<file path="config.mk">
export PLATFORM = sky130hd
export DESIGN_NAME = lmsc_lin_serial
export DESIGN_NICKNAME = d
export VERILOG_FILES = /design/src/pkg/lmsc_pkg.sv /design/src/lmsc_lin_serial.sv
export VERILOG_INCLUDE_DIRS = /design/src /design/src/pkg
export SDC_FILE = /design/constraint.sdc
export NUM_CORES = 1
export LEC_CHECK = 0
export BUFFER_PORTS_ARGS = -buffer_cell sky130_fd_sc_hd__buf_2
export CORE_ASPECT_RATIO = 1.2
export CORE_MARGIN = 2
export CORE_UTILIZATION = 48
export CTS_BUF_LIST = sky130_fd_sc_hd__clkbuf_2 sky130_fd_sc_hd__clkbuf_4 sky130_fd_sc_hd__clkbuf_8
export DETAILED_ROUTE_END_ITERATION = 7
export GPL_TIMING_DRIVEN = 0
export SLEW_MARGIN = 20
export SYNTH_ARGS = -nofsm -noshare
export SYNTH_HDL_FRONTEND = slang
export SYNTH_SLANG_ARGS = --single-unit
</file>
<file path="constraint.sdc">
create_clock -name i_core_clk -period 13.31 [get_ports i_core_clk]
set_input_delay 2.662 -clock i_core_clk [delete_from_list [all_inputs] [get_ports i_core_clk]]
set_output_delay 2.662 -clock i_core_clk [all_outputs]
set_load 0.005 [all_outputs]
</file>
<file path="src/pkg/lmsc_cfg.svh">
`ifndef LMSC_CFG_SVH
`define LMSC_CFG_SVH
// Register offsets
`define LMSC_OFS_STATUS   4'h0
`define LMSC_OFS_DATA     4'h1
`define LMSC_OFS_BAUD     4'h2
`define LMSC_OFS_RX_EXT   4'h3
`define LMSC_OFS_TX_EXT   4'h4
`define LMSC_OFS_CTRL1    4'h5
`define LMSC_OFS_CTRL2    4'h6
`define LMSC_OFS_CTRL3    4'h7
`define LMSC_OFS_LIN_MANT 4'h8
`define LMSC_OFS_LIN_FRAC 4'h9
// Control one bits
`define LMSC_C1_WLEN 4
`define LMSC_C1_PCE  2
// Control two bits
`define LMSC_C2_RIE  5
`define LMSC_C2_TE   3
`define LMSC_C2_RE   2
`define LMSC_C2_SBK  0
// Control three bits
`define LMSC_C3_LINE 7
`define LMSC_C3_LIN_SLAVE_SELECT 6
`define LMSC_C3_AUTO_RESYNC_ENABLE 5
`define LMSC_C3_HEADER_DETECT_METHOD 4
`define LMSC_C3_HEADER_IRQ_ENABLE 3
`define LMSC_C3_HEADER_DETECTED_FLAG 2
`define LMSC_C3_LSF  1
// Status bits
`define LMSC_SR_TX_DATA_EMPTY_FLAG 7
`define LMSC_SR_RX_DATA_FULL_FLAG 5
`define LMSC_SR_OR   3
`define LMSC_SR_LHE  2
`define LMSC_SR_FE   1
`define LMSC_SR_PE   0
// Reset values
`define LMSC_RST_BYTE 8'h00
`define LMSC_RST_BAUD_DIVIDER 12'h010
// Timing
`define LMSC_OVS          16
`define LMSC_HDR_MAX_BITS 57
`define LMSC_BRK_BITS     13
`define LMSC_SYNC_BYTE    8'h55
`define LMSC_SYNC_BITS    8
`endif

</file>
<file path="src/pkg/lmsc_pkg.sv">
package lmsc_pkg;
  typedef enum logic [2:0] {LMSC_R_IDLE, LMSC_R_DATA, LMSC_R_WAIT, LMSC_R_MEAS, LMSC_R_BLOCK} lmsc_rx_st_t;
  typedef enum logic [1:0] {LMSC_T_IDLE, LMSC_T_DATA, LMSC_T_BRK} lmsc_tx_st_t;
  typedef enum logic [1:0] {LMSC_H_NONE, LMSC_H_SYNC, LMSC_H_ID} lmsc_hdr_t;
  typedef struct packed {
    logic        rx_s1;
    logic        rx_s2;
    logic        rx_prev;
    logic [7:0]  ctrl1;
    logic [7:0]  ctrl2;
    logic [7:0]  ctrl3;
    logic [7:0]  baud;
    logic [7:0]  rx_ext;
    logic [7:0]  tx_ext;
    logic [11:0] baud_divider;
    logic [7:0]  rx_data;
    logic [7:0]  tx_data;
    logic        tx_data_empty_flag;
    logic        rx_data_full_flag;
    logic        ovr;
    logic        header_error_flag;
    logic        fe;
    logic        pe;
    logic        sr_seen;
    logic        brk_pend;
    logic [19:0] rx_cnt;
    logic [19:0] tx_cnt;
    lmsc_rx_st_t rx_st;
    logic [3:0]  rx_smp;
    logic [3:0]  rx_bit;
    logic [8:0]  rx_sh;
    lmsc_tx_st_t tx_st;
    logic [3:0]  tx_smp;
    logic [3:0]  tx_bit;
    logic [9:0]  tx_sh;
    lmsc_hdr_t   hdr;
    logic        tmo_on;
    logic [10:0] tmo;
    logic [14:0] meas;
    logic [14:0] seg;
    logic [2:0]  edges;
    logic        seg_short;
    logic        tx;
    logic        irq;
    logic [7:0]  rdata;
  } lmsc_state_t;
endpackage

</file>
<file path="src/lmsc_lin_serial.sv">
// Decided for this implementation: the address map and the address-and-strobe port.
`timescale 1ns/1ns
`include "lmsc_cfg.svh"
// Behaviour
// - Nonzero transmit extended prescaler divides the by-16 clock by its value.
// - Transmit extended prescaler resets to zero, extended generator off.
// - LIN slave uses one LIN generator for transmit and receive.
// - Master mode send break emits thirteen low bit times.
// - Slave mode ignores send break, no break sent.
// - Master baud comes from conventional and extended prescalers.
// - Method zero break sets receive-full with 0x00 and header detected.
// - Header detected raises interrupt when enabled and CPU masks clear.
// - Auto-resync or method one hides synch field; otherwise it is a normal character.
// - Method one flags header detected and full after identifier arrives.
// - Receiver halted and nothing stored during synch measurement.
// - Slave framing error flag sets except for a break frame.
// - With parity check, second character after break (the identifier) has parity checked.
// - Header error raises interrupt when receive interrupt enable set, masks clear.
// - Blocked until synch-field flag cleared, then header error cleared.
// - Header error clears on status access followed by data read.
// - Without resync, bad synch, overrun, method one timeout flag error.
// - With resync, deviation, timeout, overruns, overflow flag error; overflow blocks.
// - Deviation above 15.625% or short synch bit sets error and blocks.
// - Header not complete within 57 bit times after break sets error; the timer runs only with method one or auto-resync.
// - Slave baud is CPU clock over sixteen times 8.4 fixed divider.
module lmsc_lin_serial (
  input  wire logic       i_core_clk,
  input  wire logic       i_rst,
  input  wire logic [3:0] i_addr,
  input  wire logic [7:0] i_wdata,
  input  wire logic       i_wr,
  input  wire logic       i_rd,
  input  wire logic [1:0] i_cpu_mask,
  input  wire logic       i_rx,
  output logic      [7:0] o_rdata,
  output logic            o_tx,
  output logic            o_irq
);

  lmsc_pkg::lmsc_state_t q;
  lmsc_pkg::lmsc_state_t d;

  function automatic logic [19:0] cyc_per_tick(input logic [1:0] pr, input logic [2:0] div, input logic [7:0] ext);
    logic [4:0]  f;
    logic [19:0] base;
    f = (pr == 2'h0) ? 5'h01 : (pr == 2'h1) ? 5'h03 : (pr == 2'h2) ? 5'h04 : 5'h0D;
    base = 20'(f) << div;
    cyc_per_tick = (ext == 8'h00) ? base : 20'(base * 20'(ext));
  endfunction

  function automatic logic id_parity_ok(input logic [7:0] b);
    logic p0;
    logic p1;
    p0 = b[0] ^ b[1] ^ b[2] ^ b[4];
    p1 = ~(b[1] ^ b[3] ^ b[4] ^ b[5]);
    id_parity_ok = (b[6] == p0) && (b[7] == p1);
  endfunction

  logic        line;
  logic        slave;
  logic        auto_resync_enable;
  logic        header_detect_method;
  logic        rx_tick;
  logic        tx_tick;
  logic [19:0] rx_div;
  logic [19:0] tx_div;
  logic        fall;
  logic [15:0] nom8;
  logic [15:0] dev;

  assign line  = q.ctrl3[`LMSC_C3_LINE];
  assign slave = line & q.ctrl3[`LMSC_C3_LIN_SLAVE_SELECT];
  assign auto_resync_enable  = q.ctrl3[`LMSC_C3_AUTO_RESYNC_ENABLE];
  assign header_detect_method  = q.ctrl3[`LMSC_C3_HEADER_DETECT_METHOD];
  assign rx_div = cyc_per_tick(q.baud[7:6], q.baud[2:0], q.rx_ext);
  assign tx_div = cyc_per_tick(q.baud[7:6], q.baud[5:3], q.tx_ext);
  assign fall = q.rx_prev & ~q.rx_s2;
  assign nom8 = {1'b0, q.baud_divider, 3'h0};
  assign dev  = ({1'b0, q.meas} > nom8) ? 16'({1'b0, q.meas} - nom8) : 16'(nom8 - {1'b0, q.meas});

  always_comb
  begin
    d = q;
    d.rx_s1   = i_rx;
    d.rx_s2   = q.rx_s1;
    d.rx_prev = q.rx_s2;
    d.rdata   = 8'h00;
    rx_tick   = 1'b0;
    tx_tick   = 1'b0;

    // Baud ticks at sixteen times the bit rate
    if (slave)
    begin
      if (q.rx_cnt + 20'(`LMSC_OVS) >= 20'(q.baud_divider))
      begin
        rx_tick  = 1'b1;
        d.rx_cnt = 20'(q.rx_cnt + 20'(`LMSC_OVS) - 20'(q.baud_divider));
      end
      else
        d.rx_cnt = 20'(q.rx_cnt + 20'(`LMSC_OVS));
      tx_tick  = rx_tick;
      d.tx_cnt = 20'h0;
    end
    else
    begin
      if (q.rx_cnt + 20'h1 >= rx_div)
      begin
        rx_tick  = 1'b1;
        d.rx_cnt = 20'h0;
      end
      else
        d.rx_cnt = 20'(q.rx_cnt + 20'h1);
      if (q.tx_cnt + 20'h1 >= tx_div)
      begin
        tx_tick  = 1'b1;
        d.tx_cnt = 20'h0;
      end
      else
        d.tx_cnt = 20'(q.tx_cnt + 20'h1);
    end

    // Register reads
    if (i_rd)
    begin
      d.sr_seen = 1'b0;
      if (i_addr == `LMSC_OFS_STATUS)
      begin
        d.rdata = {q.tx_data_empty_flag, 1'b0, q.rx_data_full_flag, 1'b0, q.ovr, q.header_error_flag, q.fe, q.pe};
        d.sr_seen = 1'b1;
      end
      else if (i_addr == `LMSC_OFS_DATA)
      begin
        d.rdata = q.rx_data;
        if (q.sr_seen)
        begin
          d.rx_data_full_flag = 1'b0;
          d.ovr  = 1'b0;
          d.fe   = 1'b0;
          d.pe   = 1'b0;
          if (!q.ctrl3[`LMSC_C3_LSF])
            d.header_error_flag = 1'b0;
        end
      end
      else if (i_addr == `LMSC_OFS_BAUD)
        d.rdata = q.baud;
      else if (i_addr == `LMSC_OFS_RX_EXT)
        d.rdata = q.rx_ext;
      else if (i_addr == `LMSC_OFS_TX_EXT)
        d.rdata = q.tx_ext;
      else if (i_addr == `LMSC_OFS_CTRL1)
        d.rdata = q.ctrl1;
      else if (i_addr == `LMSC_OFS_CTRL2)
        d.rdata = q.ctrl2;
      else if (i_addr == `LMSC_OFS_CTRL3)
        d.rdata = q.ctrl3;
      else if (i_addr == `LMSC_OFS_LIN_MANT)
        d.rdata = q.baud_divider[11:4];
      else if (i_addr == `LMSC_OFS_LIN_FRAC)
        d.rdata = {4'h0, q.baud_divider[3:0]};
    end

    // Register writes
    if (i_wr)
    begin
      if (i_addr == `LMSC_OFS_DATA)
      begin
        d.tx_data = i_wdata;
        d.tx_data_empty_flag    = 1'b0;
      end
      else if (i_addr == `LMSC_OFS_BAUD)
        d.baud = i_wdata;
      else if (i_addr == `LMSC_OFS_RX_EXT)
        d.rx_ext = i_wdata;
      else if (i_addr == `LMSC_OFS_TX_EXT)
        d.tx_ext = i_wdata;
      else if (i_addr == `LMSC_OFS_CTRL1)
        d.ctrl1 = i_wdata;
      else if (i_addr == `LMSC_OFS_CTRL2)
      begin
        d.ctrl2 = i_wdata;
        if (i_wdata[`LMSC_C2_SBK] && !slave)
          d.brk_pend = 1'b1;
      end
      else if (i_addr == `LMSC_OFS_CTRL3)
      begin
        d.ctrl3 = i_wdata;
        d.ctrl3[`LMSC_C3_HEADER_DETECTED_FLAG] = q.ctrl3[`LMSC_C3_HEADER_DETECTED_FLAG] & i_wdata[`LMSC_C3_HEADER_DETECTED_FLAG];
        d.ctrl3[`LMSC_C3_LSF]  = q.ctrl3[`LMSC_C3_LSF] & i_wdata[`LMSC_C3_LSF];
      end
      else if (i_addr == `LMSC_OFS_LIN_MANT)
        d.baud_divider[11:4] = i_wdata;
      else if (i_addr == `LMSC_OFS_LIN_FRAC)
        d.baud_divider[3:0] = i_wdata[3:0];
    end

    // Transmitter
    case (q.tx_st)
      lmsc_pkg::LMSC_T_IDLE:
      begin
        d.tx = 1'b1;
        if (q.ctrl2[`LMSC_C2_TE] && tx_tick)
        begin
          d.tx_smp = 4'h0;
          d.tx_bit = 4'h0;
          if (q.brk_pend && !slave)
          begin
            d.brk_pend = 1'b0;
            d.tx_st    = lmsc_pkg::LMSC_T_BRK;
          end
          else if (!q.tx_data_empty_flag)
          begin
            d.tx_sh = {1'b1, q.tx_data, 1'b0};
            d.tx_data_empty_flag  = 1'b1;
            d.tx_st = lmsc_pkg::LMSC_T_DATA;
          end
        end
      end
      lmsc_pkg::LMSC_T_DATA:
      begin
        d.tx = q.tx_sh[0];
        if (tx_tick)
        begin
          d.tx_smp = 4'(q.tx_smp + 4'h1);
          if (q.tx_smp == 4'hF)
          begin
            d.tx_sh  = {1'b1, q.tx_sh[9:1]};
            d.tx_bit = 4'(q.tx_bit + 4'h1);
            if (q.tx_bit == 4'h9)
              d.tx_st = lmsc_pkg::LMSC_T_IDLE;
          end
        end
      end
      lmsc_pkg::LMSC_T_BRK:
      begin
        d.tx = 1'b0;
        if (tx_tick)
        begin
          d.tx_smp = 4'(q.tx_smp + 4'h1);
          if (q.tx_smp == 4'hF)
          begin
            d.tx_bit = 4'(q.tx_bit + 4'h1);
            if (q.tx_bit == 4'(`LMSC_BRK_BITS - 1))
            begin
              d.tx_st = lmsc_pkg::LMSC_T_IDLE;
            end
          end
        end
      end
      default:
        d.tx_st = lmsc_pkg::LMSC_T_IDLE;
    endcase

    // Header timeout in baud ticks (sixteen per bit time) after the break
    if (q.tmo_on && rx_tick)
    begin
      d.tmo = 11'(q.tmo + 11'h1);
      if (q.tmo >= 11'(`LMSC_HDR_MAX_BITS * `LMSC_OVS))
      begin
        d.header_error_flag    = 1'b1;
        d.tmo_on = 1'b0;
        d.hdr    = lmsc_pkg::LMSC_H_NONE;
        if (q.rx_st == lmsc_pkg::LMSC_R_MEAS && auto_resync_enable)
        begin
          d.ctrl3[`LMSC_C3_LSF] = 1'b1;
          d.rx_st = lmsc_pkg::LMSC_R_BLOCK;
        end
      end
    end

    // Receiver
    case (q.rx_st)
      lmsc_pkg::LMSC_R_IDLE:
      begin
        if (q.ctrl2[`LMSC_C2_RE] && fall)
        begin
          d.rx_smp = 4'h0;
          d.rx_bit = 4'h0;
          d.meas   = 15'h0;
          d.seg    = 15'h0;
          d.edges  = 3'h1;
          d.seg_short = 1'b0;
          if (slave && auto_resync_enable && q.hdr == lmsc_pkg::LMSC_H_SYNC)
            d.rx_st = lmsc_pkg::LMSC_R_MEAS;
          else
            d.rx_st = lmsc_pkg::LMSC_R_DATA;
        end
      end
      lmsc_pkg::LMSC_R_DATA:
      begin
        if (rx_tick)
        begin
          d.rx_smp = 4'(q.rx_smp + 4'h1);
          if (q.rx_smp == 4'h8)
          begin
            d.rx_bit = 4'(q.rx_bit + 4'h1);
            if (q.rx_bit != 4'h0)
              d.rx_sh = {q.rx_s2, q.rx_sh[8:1]};
            if (q.rx_bit == 4'h9)
            begin
              d.rx_st = lmsc_pkg::LMSC_R_IDLE;
              if (!q.rx_s2 && q.rx_sh[8:1] == 8'h00 && line)
              begin
                d.rx_st = lmsc_pkg::LMSC_R_WAIT;
                if (slave)
                begin
                  d.hdr    = lmsc_pkg::LMSC_H_SYNC;
                  d.tmo_on = header_detect_method | auto_resync_enable;
                  d.tmo    = 11'h0;
                  if (!header_detect_method)
                  begin
                    d.rx_data = 8'h00;
                    d.rx_data_full_flag    = 1'b1;
                    d.ctrl3[`LMSC_C3_HEADER_DETECTED_FLAG] = 1'b1;
                  end
                end
              end
              else if (!q.rx_s2)
              begin
                d.fe    = 1'b1;
                d.rx_st = lmsc_pkg::LMSC_R_WAIT;
              end
              else
              begin
                if (slave && q.hdr == lmsc_pkg::LMSC_H_SYNC)
                begin
                  if (q.rx_sh[8:1] != `LMSC_SYNC_BYTE)
                  begin
                    d.header_error_flag    = 1'b1;
                    d.hdr    = lmsc_pkg::LMSC_H_NONE;
                    d.tmo_on = 1'b0;
                  end
                  else
                    d.hdr = lmsc_pkg::LMSC_H_ID;
                end
                else if (slave && q.hdr == lmsc_pkg::LMSC_H_ID)
                begin
                  d.hdr    = lmsc_pkg::LMSC_H_NONE;
                  d.tmo_on = 1'b0;
                  if (q.ctrl1[`LMSC_C1_PCE] && !id_parity_ok(q.rx_sh[8:1]))
                    d.pe = 1'b1;
                  if (header_detect_method)
                    d.ctrl3[`LMSC_C3_HEADER_DETECTED_FLAG] = 1'b1;
                end
                if (!(slave && header_detect_method && q.hdr == lmsc_pkg::LMSC_H_SYNC))
                begin
                  if (q.rx_data_full_flag && !(i_rd && i_addr == `LMSC_OFS_DATA && q.sr_seen))
                  begin
                    d.ovr = 1'b1;
                    if (line)
                      d.header_error_flag = 1'b1;
                  end
                  else
                  begin
                    d.rx_data = q.rx_sh[8:1];
                    d.rx_data_full_flag    = 1'b1;
                  end
                end
              end
            end
            else
              d.rx_smp = 4'h9;
          end
          else if (q.rx_smp == 4'hF)
            d.rx_smp = 4'h0;
        end
      end
      lmsc_pkg::LMSC_R_WAIT:
      begin
        if (q.rx_s2)
          d.rx_st = lmsc_pkg::LMSC_R_IDLE;
      end
      lmsc_pkg::LMSC_R_MEAS:
      begin
        d.meas = 15'(q.meas + 15'h1);
        d.seg  = 15'(q.seg + 15'h1);
        if (q.meas == 15'h7FFF)
        begin
          d.header_error_flag    = 1'b1;
          d.tmo_on = 1'b0;
          d.hdr    = lmsc_pkg::LMSC_H_NONE;
          d.ctrl3[`LMSC_C3_LSF] = 1'b1;
          d.rx_st  = lmsc_pkg::LMSC_R_BLOCK;
        end
        else if (fall)
        begin
          d.seg   = 15'h0;
          d.edges = 3'(q.edges + 3'h1);
          if ({q.seg, 5'h00} < 20'(q.baud_divider * 12'd54))
            d.seg_short = 1'b1;
          if (q.edges == 3'h4)
          begin
            if ({dev, 6'h00} > 22'(nom8 * 16'd10) || q.seg_short || {q.seg, 5'h00} < 20'(q.baud_divider * 12'd54))
            begin
              d.header_error_flag    = 1'b1;
              d.tmo_on = 1'b0;
              d.hdr    = lmsc_pkg::LMSC_H_NONE;
              d.ctrl3[`LMSC_C3_LSF] = 1'b1;
              d.rx_st  = lmsc_pkg::LMSC_R_BLOCK;
            end
            else
            begin
              if (!(i_wr && (i_addr == `LMSC_OFS_LIN_MANT || i_addr == `LMSC_OFS_LIN_FRAC)))
                d.baud_divider = 12'(q.meas >> 3);
              d.hdr   = lmsc_pkg::LMSC_H_ID;
              d.rx_st = lmsc_pkg::LMSC_R_WAIT;
            end
          end
        end
      end
      lmsc_pkg::LMSC_R_BLOCK:
      begin
        if (!q.ctrl3[`LMSC_C3_LSF] && !q.header_error_flag)
          d.rx_st = lmsc_pkg::LMSC_R_WAIT;
      end
      default:
        d.rx_st = lmsc_pkg::LMSC_R_IDLE;
    endcase

    // Interrupt request gated by CPU masks
    d.irq = (i_cpu_mask == 2'h0)
          && ((d.ctrl3[`LMSC_C3_HEADER_DETECTED_FLAG] && d.ctrl3[`LMSC_C3_HEADER_IRQ_ENABLE])
          || (q.ctrl2[`LMSC_C2_RIE] && (d.header_error_flag || d.rx_data_full_flag || d.ovr)));
  end

  always_ff @(posedge i_core_clk or posedge i_rst)
  begin
    if (i_rst)
    begin
      q <= '0;
      q.rx_s1   <= 1'b1;
      q.rx_s2   <= 1'b1;
      q.rx_prev <= 1'b1;
      q.tx_ext  <= `LMSC_RST_BYTE;
      q.baud_divider    <= `LMSC_RST_BAUD_DIVIDER;
      q.tx_data_empty_flag    <= 1'b1;
      q.tx      <= 1'b1;
      q.rx_st   <= lmsc_pkg::LMSC_R_IDLE;
      q.tx_st   <= lmsc_pkg::LMSC_T_IDLE;
      q.hdr     <= lmsc_pkg::LMSC_H_NONE;
    end
    else
      q <= d;
  end

  assign o_rdata = q.rdata;
  assign o_tx    = q.tx;
  assign o_irq   = q.irq;

endmodule

</file>
* Word-level counts from Yosys, hierarchy flattened
Index checks and enable logic that the tools add are counted.
** Word-level totals
- Input port bits :: 19
- Logic and storage cells :: 398
- Flip-flop bits (word level) :: 225
- Output and inout port bits :: 10
** Operators by class
- Magnitude comparators :: 7
- Add/subtract/negate cells :: 14
- Multipliers :: 4
- Bitwise gates (word level) :: 19
- Reductions and logical operators :: 68
- Shift-type cells :: 2
- Muxes and demuxes :: 193
- Equal/unequal tests :: 50
** Operators by type and width (count)
- 2-to-1 mux 20 bit :: 9
- 2-to-1 mux 8 bit :: 20
- 2-to-1 mux 12 bit :: 10
- 2-to-1 mux 40 bit :: 3
- 2-to-1 mux 14 bit :: 6
- 2-to-1 mux 4 bit :: 17
- case mux 34 bit (2 select lines) :: 1
- 2-to-1 mux 1 bit :: 64
- 2-to-1 mux 3 bit :: 21
- adder 20 x 1 -> 20 bit, second input constant :: 2
- greater-or-equal comparator 20 bit :: 2
- multiplier 20 x 8 -> 20 bit :: 2
- 2-to-1 mux 19 bit :: 2
- inequality test 2 bit, second input constant :: 18
- 2-to-1 mux 34 bit :: 1
- 2-to-1 mux 11 bit :: 3
- equality test 4 bit, second input constant :: 8
- subtractor 15 x 15 -> 16 bit :: 2
- adder 15 x 1 -> 15 bit, second input constant :: 2
- 2-to-1 mux 10 bit :: 3
- 2-to-1 mux 5 bit :: 6
- 2-to-1 mux 2 bit :: 14
- 2-to-1 mux 28 bit :: 1
- logical AND 1 bit :: 24
- 60 further kinds :: 116

* Logic depth before layout (Yosys ltp)
Gate-level depths: netlist of the first run.
- Depth in word-level cells :: 28
- Mapped depth :: 37
- Mapped depth without buffers :: 35

* Least setup slack after synthesis of the first run
Ideal clock, no wire load.
- Path type :: reg-to-reg
- Start point :: register q[197] in the netlist's numbering
- End point :: register q[156] in the netlist's numbering
- Setup slack :: 5.365 ns
- Cell stages (with the launch flop) :: 35
- Clock period less this slack :: 7.945 ns
- Arrival time :: 7.820 ns
- Setup time :: 0.125 ns
- Cells stage by stage :: dfrtp_1 > clkbuf_1 > buf_1 > o21a_1 > nor3_1 > nand2_1 > fa_1 > fa_1 > inv_1 > fa_1 > inv_1 > fa_1 > inv_1 > ha_1 > inv_1 > o21bai_1 > a21o_1 > a21oi_1 > o21ai_0 > o41ai_1 > o21ai_0 > xor2_1 > nand2_1 > ha_1 > a21o_1 > a21o_1 > a211oi_1 > nand2_1 > o21ai_0 > a21oi_1 > clkbuf_1 > and4_1 > o211ai_1 > a31oi_1 > mux2_2
** On the way
- Word-level cells in the longest chain between the ends :: 11
- Elaborated cells between the ends (all ways) :: 13
- Classes of those cells :: mul: 1; order compare: 1; eq/ne: 2; shift: 1; mux: 6; reduce/logical: 2
** RTL lines
- start: declaration :: line lmsc_lin_serial.sv:40 : lmsc_pkg::lmsc_state_t q;
- equality test 2 bit :: line lmsc_lin_serial.sv:46 : f = (pr == 2'h0) ? 5'h01 : (pr == 2'h1) ? 5'h03 : (pr == 2'h2) ? 5'h04 : 5'h0D;
- 2-to-1 mux 4 bit (2 in series) :: line lmsc_lin_serial.sv:46
- 2-to-1 mux 4 bit * :: line lmsc_lin_serial.sv:46
- left shift 5 x 3 -> 20 bit * :: line lmsc_lin_serial.sv:47 : base = 20'(f) << div;
- multiplier 20 x 8 -> 20 bit :: line lmsc_lin_serial.sv:48 : cyc_per_tick = (ext == 8'h00) ? base : 20'(base * 20'(ext));
- 2-to-1 mux 20 bit * :: line lmsc_lin_serial.sv:48
- greater-or-equal comparator 20 bit * :: line lmsc_lin_serial.sv:106 : if (q.rx_cnt + 20'h1 >= rx_div)
- 2-to-1 mux 1 bit * :: line lmsc_lin_serial.sv:106
- 2-to-1 mux 1 bit * :: line lmsc_lin_serial.sv:92 : if (slave)
- AND reduction 9 bit (no line) *
Mark *: on every way between the ends. The rest lies on a longest branch, timed or not.
A chain may end at the register's enable or synchronous reset.

* Worst setup path after layout of the first run
- Start point :: register q[192] in the netlist's numbering
- End point :: register q[157] in the netlist's numbering
** On the way
- Word-level cells in the longest chain between the ends :: 7
** RTL lines (line)
- left shift 5 x 3 -> 20 bit * :: lmsc_lin_serial.sv:47
- multiplier 20 x 8 -> 20 bit :: lmsc_lin_serial.sv:48
- 2-to-1 mux 20 bit * :: lmsc_lin_serial.sv:48
- greater-or-equal comparator 20 bit * :: lmsc_lin_serial.sv:106
- 2-to-1 mux 1 bit * :: lmsc_lin_serial.sv:106
- 2-to-1 mux 1 bit * :: lmsc_lin_serial.sv:92
- AND reduction 9 bit (no line) *
Marks and branches as above.

==> metrics.cfg, run 1 <==
[run_status]
status = finished clean

[hold_path]
hold_path.class = reg2reg

[sta]
setup_slack_ns = 3.24
fin_crit_sh_pct = 75.6
finalSetupViolations = 0
report.final.slew_viol_count = 0
worst_slew_pin_slew_ns = 0.999
finalWorstPathRequiredPeriod_ns = 10.07
maxSlewHeadroom_pct = 33.1
max_freq_mhz = 99.3
setup_tns_ns = 0
hold_viol_final = 0
finClkSkew_ns = 0.0369
rsz0062_at_grt = no

[logic_synthesis]
synth_edf_count = 0
synth.distinct_cells = 80
synth.cells.most_frequent = ha_1 (267), inv_1 (265), nand2_1 (254), dfrtp_1 (218), o21ai_0 (170)
synthTopCellsByArea = dfrtp_1 (24%), ha_1 (14%), fa_1 (11%)
syn_area_um2 = 23200
yosys_most_used_dff = dfrtp_1
synth_top_area_share_pct = 23.5
syn_area_per_cell_um2 = 8.76
synth.yosys.seq_area_share_pct = 24.2
synth_most_common_cell = ha_1
yosys_warnings = 0
synth_top_area_cell = dfrtp_1
synth_nets = 3060
syn-instance-count = 2646
ys_ff_latch = 224
synthArstFlopShare_pct = 100

[floorplanning]
io_pins = 29
die_w_um = 205
die_h_um = 245
coreArea_um2 = 47900
initial_core_util_pct = 48.4
die-area_um2 = 50000
row_count = 88

[clock_tree]
cts_inserted_buffers = 41
cts-root-buf = clkbuf_8
cts.repair.resized = 0
clk_latency_ns = 0.61
cts-hold-fix-buffers = 0
cts_tree = done
cts_num_sinks = 224
worst_setup_hold_path_clk_slew_ns = 0.06
h-tree-depth = 2
clockBufferDepth = 3
postCtsSetupRepairBufs = 0

[pwr]
ir_worst_vdd_mv = 0.379
leakagePower_nw = 12.1
cellPowerDensity_nw_per_um2 = 186

[final_layout]
area_growth_pct = 8.07
fin_area_um2 = 25000
nets = 3130
drive_above_1_share_pct = 7.65
final_cells = 3377

[critical_path]
r2r_setup_slack_ns = 3.24
crit_type = reg2reg
crit_end = q[157]
cp_max_fo = 10
startpoint = q[192]
max_stage_delay_ns = 0.77
rr_startpoint = q[192]
cp.required_ns = 13.80
start_kind = register
r2r_cells = 35
cp.arrival_ns = 10.56
critPathSlowestCell = a31oi_1
crit_path_frequent_cell = inv_1
end_kind = register
timing.rr.end = q[157]

[detailed_routing]
vias_per_cell = 5.69
drtIter0Drc = 981
dr.pass1.iters = 5
post_drt_wl_per_cell_um = 18.8
drc = 0
num_vias = 19200
routed_wl_mm = 63.4
ant_nets = 0

[global_route]
grt_pass1_wl_mm = 103
track_usage_pct = 25.9
grt_max_degree = 101
first_global_vias = 19900
gr-total-overflow = 0
antenna_found_initial = 4

[placed_design]
pre_cts_ws_ns = 3.17
hpwl_mm = 49.5
portBuffers = 25
place_inst = 3303
dpl_cell_area_um2 = 24100
place.gp.congestion = 0.955

[job]
max_cap_viol_count = 0

## final cells by class
cell class	count	area (um^2)
plain buffers	111	455
clock buffers	62	753
multi-input cells	2046	16100
fillers	4585	22900
clock inverters	9	103
flip-flops and latches	224	5610
diodes	3	7.51
well taps	630	788
repair buffers	27	180
inverters	265	1000
## worst min-delay path by stage
stage / from / to / slack [ns] / cells after the start
finish: d[223] / d[222] / 0.36 / 0
global route: d[223] / d[222] / 0.36 / 0
detailed placement: d[223] / d[222] / 0.35 / 0
CTS: d[223] / d[222] / 0.36 / 0
floorplan: d[223] / d[222] / 0.35 / 0
global placement: d[223] / d[222] / 0.35 / 0
## placed cells by master, fill, tap and decap left out, drive strengths merged, types with 14 or more instances in the layout
cell type  instances
o21ai            174
mux2              73
clkbuf           155
xor2              56
o21bai            14
nand2            254
or3               16
ha               267
nand4             36
o22ai             15
nor2             138
nand3             71
buf               45
inv              265
a21oi            141
nor2b             42
fa               128
xnor2             89
nor3              46
mux2i             64
nor4              24
and3              65
and2              86
a21o              39
nand2b            44
dfrtp            218
## layer usage
layer	GRT usage [%]	vias to the layer above	share of wire, %
met5	0	-	0.013
met4	12.3	2	4.8
met3	3.28	146	3.8
met2	45.7	438	50
met1	31.1	9381	41
li1	-	9241	-
## critical path, delay by kind of cell (launching register included)
family | cells | cell delay, ns
multiplexers | 1 | 0.42
buffers and inverters | 7 | 1.47
AO/OA/AOI/OAI | 14 | 3.82
AND/OR/NAND/NOR | 6 | 1.03
adder cells (fa/ha/maj) | 6 | 2.65
XOR/XNOR | 1 | 0.22
flip-flops | 1 | 0.32
## power breakdown
part	switching [W]	total, W	internal, W
Clock	0.000310	0.000710	0.000399
Combinational	0.00174	0.00300	0.00126
Sequential	0.000143	0.000940	0.000798
Total	0.00219	0.00465	0.00246
## registers in the layout, indices dropped and copies added, names as in the netlist
signal	flops
o_irq	1
q	197
d	2
nom8	12
o_rdata	8
header_detect_method	1
line	1
o_tx	1
auto_resync_enable	1
## metrics by stage
stage | hold WS (ns) | utilization [%] | total power (W)
floorplan | 0.345 | - | 0.00322
global placement | 0.348 | 50.3 | 0.00386
detailed placement | 0.351 | 50.4 | 0.00395
CTS | 0.362 | 52.2 | 0.00469
global route | 0.364 | 52.3 | 0.00518
finish | 0.359 | 52.3 | 0.00465
## cell families after synthesis
family                   Yosys count  synth area share, %
XOR/XNOR                         145                 5.48
buffers and inverters            376                 6.26
flip-flops                       224                 24.2
adder cells (fa/ha/maj)          395                 25.5
AO/OA/AOI/OAI                    508                 13.5
multiplexers                     137                 6.31
AND/OR/NAND/NOR                  861                 18.7
Power figures use the tool's default switching activity.
==> inputs of run 2 (changes only) <==
- ABC_AREA: not set -> 1
- PLACE_DENSITY: not set -> 0.66
- clock period: 13.31 -> 9 ns (I/O delays scaled with it)
==> metrics.cfg, run 2 <==
[logic_synthesis]
syn_area_um2 = 23500
synth.cells.most_frequent = nand2_1 (710), inv_1 (566), nor2_1 (349), ha_1 (267), dfrtp_1 (218)
syn-instance-count = 3219
synth_xor_area_share_pct = 4.24
yosys.area_share.simple_pct = 23.9
synth_top_area_cell = dfrtp_1
synth_top_area_share_pct = 23.2
synthTopCellsByArea = dfrtp_1 (23%), ha_1 (14%), nand2_1 (11%)
syn_area_per_cell_um2 = 7.31
ys_ff_latch = 224
yosys_warnings = 0
synth.yosys.seq_area_share_pct = 23.9
synth_compound_area_share_pct = 12.4
synthMuxAreaShare_pct = 0.0904
synth_top_family_by_area = adder cells
synth_most_common_cell = nand2_1
yosys_most_used_dff = dfrtp_1
synth_edf_count = 0
synth_nets = 3633
synth.distinct_cells = 65
synth_adder_area_share_pct = 25.1
synthArstFlopShare_pct = 100

[critical_path]
start_kind = register
end_kind = register
path_depth = 43
timing.rr.end = q[60]
r2r_setup_slack_ns = 0.83
cp_max_fo = 10
crit_end = q[60]
crit_path_frequent_cell = nand2_1
r2r_cells = 43
max_stage_delay_ns = 0.87
cp.required_ns = 9.51
crit_type = reg2reg
cp.arrival_ns = 8.67
path_delay_family = simple AND/OR/NAND/NOR gates
startpoint = q[196]
critPathSlowestCell = o21ai_0
rr_startpoint = q[196]
path_buf_inv = 5

[clock_tree]
cts_num_sinks = 224
h-tree-depth = 2
cts-hold-fix-buffers = 0
worst_setup_hold_path_clk_slew_ns = 0.06
cts_tree = done
clk_latency_ns = 0.62
cts-root-buf = clkbuf_8
cts_inserted_buffers = 39
clockBufferDepth = 3

[final_layout]
drive_above_1_share_pct = 5.36
regMostFlops = q
final_util_pct = 52.6
area_growth_pct = 7.75
final_common_cell = nand2_1
final_cell_mix = nand2_1 (710), inv_1 (565), nor2_1 (349)
largest_reg_flops = 197
final_cells = 3955
nets = 3706

[detailed_routing]
drc = 0
post_drt_wl_per_cell_um = 16.6
routed_wl_mm = 65.7
dr.pass1.iters = 6
vias_per_cell = 5.41
ant_nets = 0
drtIter0Drc = 1414
num_vias = 21400

[pwr]
comb_power_share_pct = 66.3
cellPowerDensity_nw_per_um2 = 277
netSwitchingFraction_pct = 51.1
power_frac_seq_pct = 19.6
switching_power_w = 0.00359
p_int_w = 0.00343
ir_worst_vdd_mv = 0.341
leakagePower_nw = 13.2
clock_power_share_pct = 14.1

[floorplanning]
row_count = 88
die_h_um = 247
initial_core_util_pct = 48.8
coreArea_um2 = 48200
die_w_um = 206
io_pins = 29
die-area_um2 = 50800

[hold_path]
hold_path.class = reg2reg

[run_status]
status = finished clean

[sta]
finalSetupViolations = 0
setup_slack_ns = 0.834
hold_viol_final = 0
report.final.slew_viol_count = 0
setup_tns_ns = 0
rsz0062_at_grt = no
maxSlewHeadroom_pct = 26.8
worst_slew_pin_slew_ns = 1.10
max_freq_mhz = 122
finalWorstPathRequiredPeriod_ns = 8.17
fin_crit_sh_pct = 90.7
finClkSkew_ns = 0.0158
hold-worst-slack_ns = 0.355

[global_route]
grt_pass1_wl_mm = 107
first_global_vias = 21600
antenna_found_initial = 5
gr-total-overflow = 0
track_usage_pct = 26.4
grt_max_degree = 94

[placed_design]
place.gp.congestion = 0.955
portBuffers = 27
place_inst = 3878
pre_cts_ws_ns = 0.354
hpwl_mm = 52.7

[job]
max_cap_viol_count = 0

-- run 2: worst min path at each step --
| stage | cells past startpoint | start | endpoint |
|---|---|---|---|
| finish | 0 | d[223] | d[222] |
| detailed placement | 0 | d[223] | d[222] |
| floorplan | 0 | d[223] | d[222] |
| global route | 0 | d[223] | d[222] |
| CTS | 0 | d[223] | d[222] |
| global placement | 0 | d[223] | d[222] |
-- run 2: timing repair --
action	4_1_cts	5_1_grt
buffers inserted	0	3
gates resized for setup	0	0
setup endpoints to repair	0	61
-- run 2: worst register-to-register path: cells and delay by family (launching register included) --
kind | cells | cell delay (ns)
adder cells (fa/ha/maj) | 6 | 2.59
AO/OA/AOI/OAI | 5 | 1.25
AND/OR/NAND/NOR | 27 | 3.19
buffers and inverters | 5 | 0.67
flip-flops | 1 | 0.38
-- run 2: layout make-up --
type	count	area, um^2
Antenna cell	3	7.51
Buffer	59	284
Clock buffer	63	742
Clock inverter	8	66.3
Fill cell	4758	22900
Inverter	578	2180
Multi-Input combinational cell	2358	15500
Sequential cell	224	5610
Tap cell	630	788
Timing Repair Buffer	32	213
-- run 2: cell families after synthesis --
kind of cell | count (synthesis)
multiplexers | 2
flip-flops | 224
buffers and inverters | 637
AND/OR/NAND/NOR | 1334
AO/OA/AOI/OAI | 514
adder cells (fa/ha/maj) | 395
XOR/XNOR | 113
-- run 2: power by group through the flow --
stage	Sequential (W)	Combinational, W	Clock, W
final	0.00137	0.00465	0.000991
after global routing	0.00140	0.00534	0.00105
after CTS	0.00137	0.00460	0.00102
after detailed placement	0.00139	0.00455	0
after global placement	0.00138	0.00440	0
after floorplan	0.00132	0.00350	0
-- run 2: per-layer routing --
layer  track usage (%)  wire length, um
met1              31.7            27000
met2              46.9            32700
met3              3.21             3180
met4              11.7             2790
met5                 0               27
-- run 2: through the flow --
step	power (W)	cell area, um^2
after floorplan	0.00482	23500
after detailed placement	0.00594	24500
after CTS	0.00699	25300
after global routing	0.00779	25300
final	0.00702	25400
after global placement	0.00579	24500
